===== config.mk =====
export PLATFORM = sky130hd
export DESIGN_NAME = adcsr_regs
export DESIGN_NICKNAME = d
export VERILOG_FILES = /design/src/hw/adcsr_pkg.sv /design/src/hw/adcsr_sync.sv /design/src/hw/adcsr_regs.sv
export SDC_FILE = /design/constraint.sdc
export NUM_CORES = 1
export LEC_CHECK = 0
export BUFFER_PORTS_ARGS = -buffer_cell sky130_fd_sc_hd__buf_2
export CORE_MARGIN = 1.5
export CORE_UTILIZATION = 45
export CTS_CLUSTER_DIAMETER = 100
export DETAILED_ROUTE_END_ITERATION = 16
export GPL_TIMING_DRIVEN = 0
export HOLD_SLACK_MARGIN = 0.06
export PLACE_DENSITY = 0.66
export RECOVER_POWER = 25
export SLEW_MARGIN = 10
export SYNTH_ARGS = -nofsm -noshare
export SYNTH_HDL_FRONTEND = slang
export SYNTH_SLANG_ARGS = --single-unit

===== constraint.sdc =====
create_clock -name clk -period 3.07 [get_ports clk]
set_clock_uncertainty 0.1 [all_clocks]
set_input_delay 0.614 -clock clk [delete_from_list [all_inputs] [get_ports clk]]
set_output_delay 0.614 -clock clk [all_outputs]
set_load 0.005 [all_outputs]

===== src/hw/adcsr_pkg.sv =====
// package of register map constants for the converter identity and status register bank
package adcsr_pkg;
	// register indices; byte address on the bus is four times the index
	localparam logic [5:0] IDX_ID = 6'h00;
	localparam logic [5:0] IDX_STATUS = 6'h01;
	localparam logic [5:0] IDX_MODE = 6'h02;
	localparam logic [5:0] IDX_CH3_PHASE = 6'h18;
	localparam logic [5:0] IDX_CH3_OCAL_HI = 6'h19;
	localparam logic [5:0] IDX_CH3_OCAL_LO = 6'h1A;
	localparam logic [5:0] IDX_CH3_GCAL_HI = 6'h1B;
	localparam logic [5:0] IDX_CH3_GCAL_LO = 6'h1C;
	localparam logic [5:0] IDX_IRQ_STATUS = 6'h20;
	localparam logic [5:0] IDX_IRQ_MASK = 6'h21;
	localparam logic [5:0] IDX_CRC = 6'h3E;
	localparam logic [5:0] IDX_RSVD = 6'h3F;
	localparam logic [1:0] ALIGN_OK = 2'h0;

	// identity word fields
	localparam logic [3:0] CHANNEL_TOTAL = 4'h4;
	// arbitrary part code, not a real one
	localparam logic [3:0] ID_UPPER_DEFAULT = 4'hA;
	// arbitrary version byte, not a real one
	localparam logic [7:0] ID_LOW_DEFAULT = 8'h5C;

	// status word bit positions
	localparam int ST_LOCK = 15;
	localparam int ST_RESYNC = 14;
	localparam int ST_REGMAP = 13;
	localparam int ST_CRC_ERR = 12;
	localparam int ST_CRC_TYPE = 11;
	localparam int ST_RESET = 10;
	localparam int ST_WLEN_HI = 9;
	localparam int ST_WLEN_LO = 8;
	localparam logic [3:0] ST_RSVD_BITS = 4'h0;
	localparam logic [15:0] STATUS_RESET = 16'h0500;

	// mode word fields and reset values
	localparam int MODE_REG_CRC_EN = 13;
	localparam int MODE_CRC_TYPE = 11;
	localparam int MODE_RESET = 10;
	localparam int MODE_WLEN_HI = 9;
	localparam int MODE_WLEN_LO = 8;
	localparam logic [15:0] MODE_RESET_VAL = 16'h0510;
	localparam logic [15:0] MODE_WMASK = 16'h3F1F;

	// channel 3 calibration reset values and masks
	localparam logic [15:0] ZERO16 = 16'h0000;
	localparam logic [15:0] GAIN_RESET_VAL = 16'h8000;
	localparam logic [15:0] LOW_WMASK = 16'hFF00;
	localparam logic [15:0] FULL_WMASK = 16'hFFFF;

	// interrupt status bit positions
	localparam int IRQ_W = 4;
	localparam int IRQ_RESYNC = 0;
	localparam int IRQ_REGMAP = 1;
	localparam int IRQ_CRC = 2;
	localparam int IRQ_DATA = 3;
	localparam logic [3:0] IRQ_NONE = 4'h0;
endpackage


===== src/hw/adcsr_sync.sv =====
// two flip-flop synchroniser for levels arriving from outside the clock domain
module adcsr_sync #(
	parameter int W = 2
) (
	input wire logic clk,
	input wire logic resetn,
	input wire logic ce,
	input wire logic [W-1:0] d_async,
	output logic [W-1:0] q
);
	typedef struct packed {
		logic [W-1:0] s1;
		logic [W-1:0] s2;
	} adcsr_sync_t;

	adcsr_sync_t st;
	adcsr_sync_t next_st;

	// first stage feeds only the second stage
	always_comb
	begin
		next_st = st;
		if (ce)
		begin
			next_st.s1 = d_async;
			next_st.s2 = st.s1;
		end
	end

	// state register with synchronous reset
	always_ff @(posedge clk)
	begin
		if (!resetn)
			st <= '0;
		else
			st <= next_st;
	end

	assign q = st.s2;
endmodule


===== src/hw/adcsr_regs.sv =====
// identity, status, mode and channel 3 register bank with apb slave and interrupt
module adcsr_regs #(
	parameter logic [3:0] ID_UPPER = adcsr_pkg::ID_UPPER_DEFAULT,
	parameter logic [7:0] ID_LOW = adcsr_pkg::ID_LOW_DEFAULT,
	parameter int NCHAN = 4
) (
	input wire logic clk,
	input wire logic resetn,
	input wire logic ce,
	input wire logic psel,
	input wire logic penable,
	input wire logic pwrite,
	input wire logic [7:0] paddr,
	input wire logic [31:0] pwdata,
	input wire logic [3:0] pstrb,
	output logic [31:0] prdata,
	output logic pready,
	output logic pslverr,
	input wire logic link_lock,
	input wire logic resync_pulse,
	input wire logic [NCHAN-1:0] new_sample,
	input wire logic [15:0] register_map_checksum_value,
	input wire logic link_sclk,
	input wire logic link_crc_fail,
	output logic irq
);
	typedef struct packed {
		logic [15:0] mode;
		logic [15:0] ch3_phase;
		logic [15:0] ocal_hi;
		logic [15:0] ocal_lo;
		logic [15:0] gcal_hi;
		logic [15:0] gcal_lo;
		logic resync_flag;
		logic regmap_flag;
		logic crc_err_flag;
		logic [15:0] crc_ref;
		logic sclk_prev;
		logic [NCHAN-1:0] data_prev;
		logic [adcsr_pkg::IRQ_W-1:0] irq_status;
		logic [adcsr_pkg::IRQ_W-1:0] irq_mask;
		logic rd_valid;
		logic [31:0] prdata;
		logic slverr;
	} adcsr_state_t;

	adcsr_state_t st;
	adcsr_state_t next_st;
	logic [1:0] link_sync;
	logic sclk_s;
	logic crc_fail_s;
	logic [5:0] idx;
	logic [15:0] status_word;
	logic [15:0] wmask;
	logic access;
	logic wr_done;
	logic rd_done;
	logic sclk_rise;

	// serial clock and checksum-fail level come from the link side
	adcsr_sync #(
		.W(2)
	) u_link_sync (
		.clk(clk),
		.resetn(resetn),
		.ce(ce),
		.d_async({link_sclk, link_crc_fail}),
		.q(link_sync)
	);

	assign sclk_s = link_sync[1];
	assign crc_fail_s = link_sync[0];
	assign sclk_rise = sclk_s && !st.sclk_prev;

	// misaligned addresses land on the reserved word, so a write there changes nothing
	assign idx = (paddr[1:0] == adcsr_pkg::ALIGN_OK) ? paddr[7:2] : adcsr_pkg::IDX_RSVD;
	assign wmask = {{8{pstrb[1]}}, {8{pstrb[0]}}};
	assign pready = penable && st.rd_valid && ce;
	assign access = psel && penable && pready;
	assign wr_done = access && pwrite;
	assign rd_done = access && !pwrite;
	assign prdata = st.prdata;
	assign pslverr = access && st.slverr;
	assign irq = |(st.irq_status & st.irq_mask);

	// live status word; mode fields are mirrored, not stored twice
	// status fields
	always_comb
	begin
		status_word = {link_lock, st.resync_flag, st.regmap_flag, st.crc_err_flag,
			st.mode[adcsr_pkg::MODE_CRC_TYPE], st.mode[adcsr_pkg::MODE_RESET],
			st.mode[adcsr_pkg::MODE_WLEN_HI:adcsr_pkg::MODE_WLEN_LO],
			adcsr_pkg::ST_RSVD_BITS, new_sample};
	end

	// read decode: hit flag and word, shared by capture and error answer
	function automatic logic [16:0] read_word(input logic [5:0] i, input adcsr_state_t s,
		input logic [15:0] stw, input logic [15:0] crc);
		logic [16:0] r;
		r = {1'b1, adcsr_pkg::ZERO16};
		unique case (i)
			adcsr_pkg::IDX_ID: r[15:0] = {ID_UPPER, adcsr_pkg::CHANNEL_TOTAL, ID_LOW};
			adcsr_pkg::IDX_STATUS: r[15:0] = stw;
			adcsr_pkg::IDX_MODE: r[15:0] = s.mode;
			adcsr_pkg::IDX_CH3_PHASE: r[15:0] = s.ch3_phase;
			adcsr_pkg::IDX_CH3_OCAL_HI: r[15:0] = s.ocal_hi;
			adcsr_pkg::IDX_CH3_OCAL_LO: r[15:0] = s.ocal_lo;
			adcsr_pkg::IDX_CH3_GCAL_HI: r[15:0] = s.gcal_hi;
			adcsr_pkg::IDX_CH3_GCAL_LO: r[15:0] = s.gcal_lo;
			adcsr_pkg::IDX_IRQ_STATUS: r[15:0] = {12'h000, s.irq_status};
			adcsr_pkg::IDX_IRQ_MASK: r[15:0] = {12'h000, s.irq_mask};
			adcsr_pkg::IDX_CRC: r[15:0] = crc;
			adcsr_pkg::IDX_RSVD: r[15:0] = adcsr_pkg::ZERO16;
			default: r = {1'b0, adcsr_pkg::ZERO16};
		endcase
		return r;
	endfunction

	// next-state logic; clears from reads come first so hardware sets win
	always_comb
	begin
		logic [16:0] rw;
		logic [adcsr_pkg::IRQ_W-1:0] ev;
		logic crc_changed;
		rw = read_word(idx, st, status_word, register_map_checksum_value);
		ev = adcsr_pkg::IRQ_NONE;
		crc_changed = register_map_checksum_value != st.crc_ref;
		next_st = st;
		if (ce)
		begin
			// capture read data in the setup cycle so prdata comes from a flop
			if (psel && !st.rd_valid)
			begin
				next_st.rd_valid = 1'b1;
				next_st.prdata = {adcsr_pkg::ZERO16, rw[15:0]};
				// a misaligned address answers with an error as well
				next_st.slverr = !rw[16] || paddr[1:0] != adcsr_pkg::ALIGN_OK;
			end
			if (access)
				next_st.rd_valid = 1'b0;
			// reading status clears its sticky event flags
			if (rd_done && idx == adcsr_pkg::IDX_STATUS)
			begin
				next_st.resync_flag = 1'b0;
				next_st.regmap_flag = 1'b0;
				next_st.crc_err_flag = 1'b0;
			end
			if (rd_done && idx == adcsr_pkg::IDX_IRQ_STATUS)
				next_st.irq_status = adcsr_pkg::IRQ_NONE;
			// identity, status and checksum words have no write path
			if (wr_done)
			begin
				unique case (idx)
					adcsr_pkg::IDX_MODE:
					begin
						next_st.mode = (st.mode & ~(wmask & adcsr_pkg::MODE_WMASK))
							| (pwdata[15:0] & wmask & adcsr_pkg::MODE_WMASK);
						// reset flag only clears, software cannot set it
						next_st.mode[adcsr_pkg::MODE_RESET] = st.mode[adcsr_pkg::MODE_RESET]
							&& (pwdata[adcsr_pkg::MODE_RESET] || !pstrb[1]);
					end
					adcsr_pkg::IDX_CH3_PHASE:
						next_st.ch3_phase = (st.ch3_phase & ~wmask) | (pwdata[15:0] & wmask);
					adcsr_pkg::IDX_CH3_OCAL_HI:
						next_st.ocal_hi = (st.ocal_hi & ~wmask) | (pwdata[15:0] & wmask);
					adcsr_pkg::IDX_CH3_OCAL_LO:
						next_st.ocal_lo = (st.ocal_lo & ~(wmask & adcsr_pkg::LOW_WMASK))
							| (pwdata[15:0] & wmask & adcsr_pkg::LOW_WMASK);
					adcsr_pkg::IDX_CH3_GCAL_HI:
						next_st.gcal_hi = (st.gcal_hi & ~wmask) | (pwdata[15:0] & wmask);
					adcsr_pkg::IDX_CH3_GCAL_LO:
						next_st.gcal_lo = (st.gcal_lo & ~(wmask & adcsr_pkg::LOW_WMASK))
							| (pwdata[15:0] & wmask & adcsr_pkg::LOW_WMASK);
					adcsr_pkg::IDX_IRQ_MASK:
						next_st.irq_mask = (st.irq_mask & ~wmask[adcsr_pkg::IRQ_W-1:0])
							| (pwdata[adcsr_pkg::IRQ_W-1:0] & wmask[adcsr_pkg::IRQ_W-1:0]);
					default:
					begin
					end
				endcase
			end
			if (resync_pulse)
			begin
				next_st.resync_flag = 1'b1;
				ev[adcsr_pkg::IRQ_RESYNC] = 1'b1;
			end
			// supervision only while enabled, flag cleared otherwise; reference tracks in both cases
			if (st.mode[adcsr_pkg::MODE_REG_CRC_EN])
			begin
				if (crc_changed)
				begin
					next_st.regmap_flag = 1'b1;
					ev[adcsr_pkg::IRQ_REGMAP] = 1'b1;
				end
			end
			else
				next_st.regmap_flag = 1'b0;
			next_st.crc_ref = register_map_checksum_value;
			// checksum failure sampled on the serial clock rising edge
			next_st.sclk_prev = sclk_s;
			if (sclk_rise && crc_fail_s)
			begin
				next_st.crc_err_flag = 1'b1;
				ev[adcsr_pkg::IRQ_CRC] = 1'b1;
			end
			// any channel gaining new data raises the data event
			next_st.data_prev = new_sample;
			if (|(new_sample & ~st.data_prev))
				ev[adcsr_pkg::IRQ_DATA] = 1'b1;
			next_st.irq_status = next_st.irq_status | ev;
		end
	end

	// state register; reset leaves the reset flag set
	always_ff @(posedge clk)
	begin
		if (!resetn)
		begin
			st <= '0;
			st.mode <= adcsr_pkg::MODE_RESET_VAL;
			st.gcal_hi <= adcsr_pkg::GAIN_RESET_VAL;
		end
		else
			st <= next_st;
	end

	// helpers: a completed identity read, and a status capture in the setup cycle
	logic id_read;
	logic st_cap;
	assign id_read = rd_done && idx == adcsr_pkg::IDX_ID;
	assign st_cap = ce && psel && !st.rd_valid && idx == adcsr_pkg::IDX_STATUS;
endmodule


==> flow_results.org <==
** Worst hold path
- Critical hold path startpoint :: link_crc_fail
- The path with the worst hold slack has its endpoint at u_link_sync.st[2].
- The min-delay analysis places its worst path in the category input port to register.
- The worst hold path passes through 3 cells.

** Floorplan
- Top Ports :: 109
- Die outline height :: 121.7 um
- Die footprint :: 14,810 um^2
- From left edge to right edge, the die measures 121.7 um.
- The core region is 13,830 um^2.
- Initial Util :: 0.4584
- In this run the core area contains 43 standard-cell rows.

** Critical path
- Crit path max-delay cell type :: nor4_1
- Data arrives at the worst endpoint at 2.74 ns.
- Depth of the most critical reg-to-reg path :: 5
- Cell family with the largest share of critical-path delay :: simple AND/OR/NAND/NOR gates
- Category of the worst setup path launch point :: input port
- STA puts the critical path data required time at 3.29 ns.
- The setup check on the worst reg-to-reg path leaves a slack of 0.67 ns.
- In this run the number of cells on the critical path is 6.
- The setup path with the least slack is of type input port to register.
- Peak per-stage delay on the critical path :: 0.97 ns
- Together, buffers and inverters on the worst path number 2.
- Crit path cell chain :: buf_2, nor4_1, o21ai_1, a41o_1, buf_2, a311oi_1
- Cell type with the highest occurrence count on the critical path :: buf_2
- The worst setup path is captured at a register.
- In this run the worst setup path begins at paddr[0].
- Largest fanout on the critical path :: 10
- In this run the critical register-to-register path is launched from st[33].

** Global routing
- GRT overflow :: 0
- Pin count of the biggest net entering global routing :: 17
- The initial antenna violation count is 0.
- Across every metal layer, demand over resource in global routing totals 0.2861.
- The first global-routing pass estimated 31,440 um of wire.
- The number of global-route vias before repair came to 5,428.

** Timing
- Post-layout min period :: 2.521 ns
- Headroom to the max-slew limit came out at 0.2306.
- Static timing analysis puts the maximum clock frequency at 0.3967 GHz.
- Setup total negative slack on the finished layout was measured at 0 ns.
- Final worst-path cycle share :: 0.8212
- Setup violations remaining at the end of the flow were counted as 0.
- Max Transition Viols Final :: 0
- The number of hold violations in the final report is 0.
- At the pin with the least slew margin, the transition time is 1.144 ns.
- Unrepaired setup endpoints after global routing :: no

** Clock network
- CTS max path bufs :: 2
- Inserted Clock Buffers :: 17
- For this design, the sink count on the clock tree is 129.
- The later pin in the worst-skew pair is clocked with a latency of 0.42 ns.
- The root buffer cell chosen for the clock tree is clkbuf_16.
- In this run the number of H-tree levels came out at 4.
- After clock tree synthesis, the clock-pin slew on the worst setup and hold paths is 0.05 ns.
- For this design, the CTS-stage hold fixing added 0 buffers.
- After clock tree synthesis, the repair step resized 0 gates.
- Buffers added to address setup during post-CTS repair amount to 0.
- TritonCTS built the clock tree.

** Route
- The count of nets left with antenna violations once routing finished came out at 0.
- The pre-antenna-repair detailed-routing pass consisted of 5 iterations.
- Summing over every cut layer, the via total after detailed routing is 5,901.
- For this block, the routed nets add up to 20,940 um of wire.
- For this run, design rule violations remaining after detail routing come to 0.
- Via density per instance :: 5.820
- After detailed routing, the average wire length per cell comes to 20.65 um.
- Initial drt markers :: 631

** Synth
- Per-instance average area after synthesis :: 8.804 um^2
- In this run, synthesis produced a sequential element count of 129.
- Proportion of synthesized flip-flops having asynchronous set or reset :: 0
- Syn. warnings :: 0
- Count of flip-flops with a built-in enable after synthesis :: 0
- Synth unique cells :: 68
- After technology mapping, the gate count stands at 720.
- Prevailing post-synth register cell :: dfxtp_1
- The synthesized netlist occupies a cell area of 6339 um^2.
- The share of the Yosys chip area taken by registers is 0.4074.

** Finish
- Count of inserted antenna diode cells :: 0
- Fill cells in the final layout number 1,297.
- Final net count :: 898
- Proportion of layout cells with a drive suffix above 1 :: 0.2110
- With fillers left out, the area of the finished cells amounts to 7550 um^2.
- The area growth from synthesis to layout is 19.11%.

** Placed design
- During placement, the flow inserted port buffers numbering 70.
- GPL Wtd Cong :: 0.9779
- The HPWL after detailed placement is 15,930 um.
- Summing all placed instances gives a cell area of 6970 um^2.

** Power and ir drop
- Maximum vdd drop :: 376.8 uV
- Dividing total power by cell area gives a power density of 537.8 nW/um^2.
- Standby leakage power :: 2.951 nW

** Outcome
- Outcome :: finished, final reports clean

** Flow run
- Count of maximum capacitance violations :: 0
layer usage:
layer | track usage | part of all wire
met5 | 0 | 0
met4 | 0.09265 | 0.015
met3 | 0.04869 | 0.082
met2 | 0.4467 | 0.45
met1 | 0.4024 | 0.45
layout make-up:
| type | count | area [um^2] | share of cell area |
|---|---|---|---|
| multi-input cells | 517 | 3312 | 0.4387 |
| flip-flops and latches | 129 | 2582 | 0.3421 |
| clock buffers | 24 | 501.7 | 0.06646 |
| plain buffers | 78 | 459.2 | 0.06082 |
| repair buffers | 70 | 350.3 | 0.04640 |
| well taps | 180 | 225.2 | 0.02983 |
| clock inverters | 5 | 77.57 | 0.01028 |
| inverters | 11 | 41.29 | 0.005469 |
power breakdown:
part           switching, mW  internal, mW  total, mW
sequential            0.0181          1.70       1.72
clock                  0.713          1.29       2.00
combinational          0.214         0.126      0.340
total                  0.945          3.11       4.06
metrics by stage:
stage	power (mW)	hold slack (ns)	instances	util	setup WS (ns)
after floorplan	1.947	0.3346	735	-	0.7297
after global placement	2.083	0.3557	985	0.5041	0.2308
after detailed placement	2.090	0.3583	985	0.5041	0.2043
after CTS	4.065	0.3246	1014	0.5460	0.6294
after global routing	4.170	0.3400	1014	0.5460	0.4369
final	4.060	0.3329	1014	0.5460	0.5490
worst reg2reg max path: cells and delay by family (launching register included):
kind          cells  cell delay, ns
mux               1            0.27
simple gates      4            1.53
flops             1            0.38
cell usage after synthesis, types with 11 or more instances:
master | count | area share
a21oi_1 | 46 | 0.036
a221oi_1 | 12 | 0.017
buf_2 | 19 | 0.015
buf_4 | 32 | 0.038
clkbuf_1 | 21 | 0.012
dfxtp_1 | 129 | 0.41
inv_1 | 11 | 0.0065
mux2i_1 | 78 | 0.12
nand2_1 | 66 | 0.039
nor2_1 | 90 | 0.053
nor3_1 | 13 | 0.010
o21ai_0 | 43 | 0.034
xnor2_1 | 16 | 0.022
how the worst max path moves through the flow:
stage / endpoint / slack [ns]
after floorplan: register / 0.73
after global placement: register / 0.23
after detailed placement: register / 0.20
after CTS: register / 0.63
after global routing: register / 0.44
final: prdata[12] / 0.55
layout by cell type (no fill, tap or decap), types with 3 or more instances in the layout:
cell type,instances
a211oi_1,8
a21oi_1,46
a221oi_1,12
a22oi_1,8
a2bb2oi_1,4
a31oi_1,3
a32oi_1,4
and2_1,4
and3_1,4
and4b_1,3
buf_1,3
buf_2,89
buf_4,16
buf_6,3
clkbuf_1,23
clkbuf_16,17
clkbuf_4,16
clkbuf_8,5
conb_1,16
dfxtp_1,129
inv_1,11
mux2_2,8
mux2i_1,78
nand2_1,66
nand3_1,10
nand3b_1,4
nand4_1,8
nor2_1,90
nor2_2,3
nor3_1,13
nor3_4,3
nor4_1,6
o21ai_0,43
o21ai_1,3
o22ai_1,4
o31ai_1,3
or2_2,3
xnor2_1,16
cell families after synthesis:
logic type,Yosys count,synth area share
mux,86,0.1374
simple gates,239,0.1927
xor+xnor,16,0.02211
other cells,1,0.0005916
flops,129,0.4074
buf+inv,89,0.07896
compound gates,160,0.1609
No activity file was read; power rests on OpenSTA's default activity.
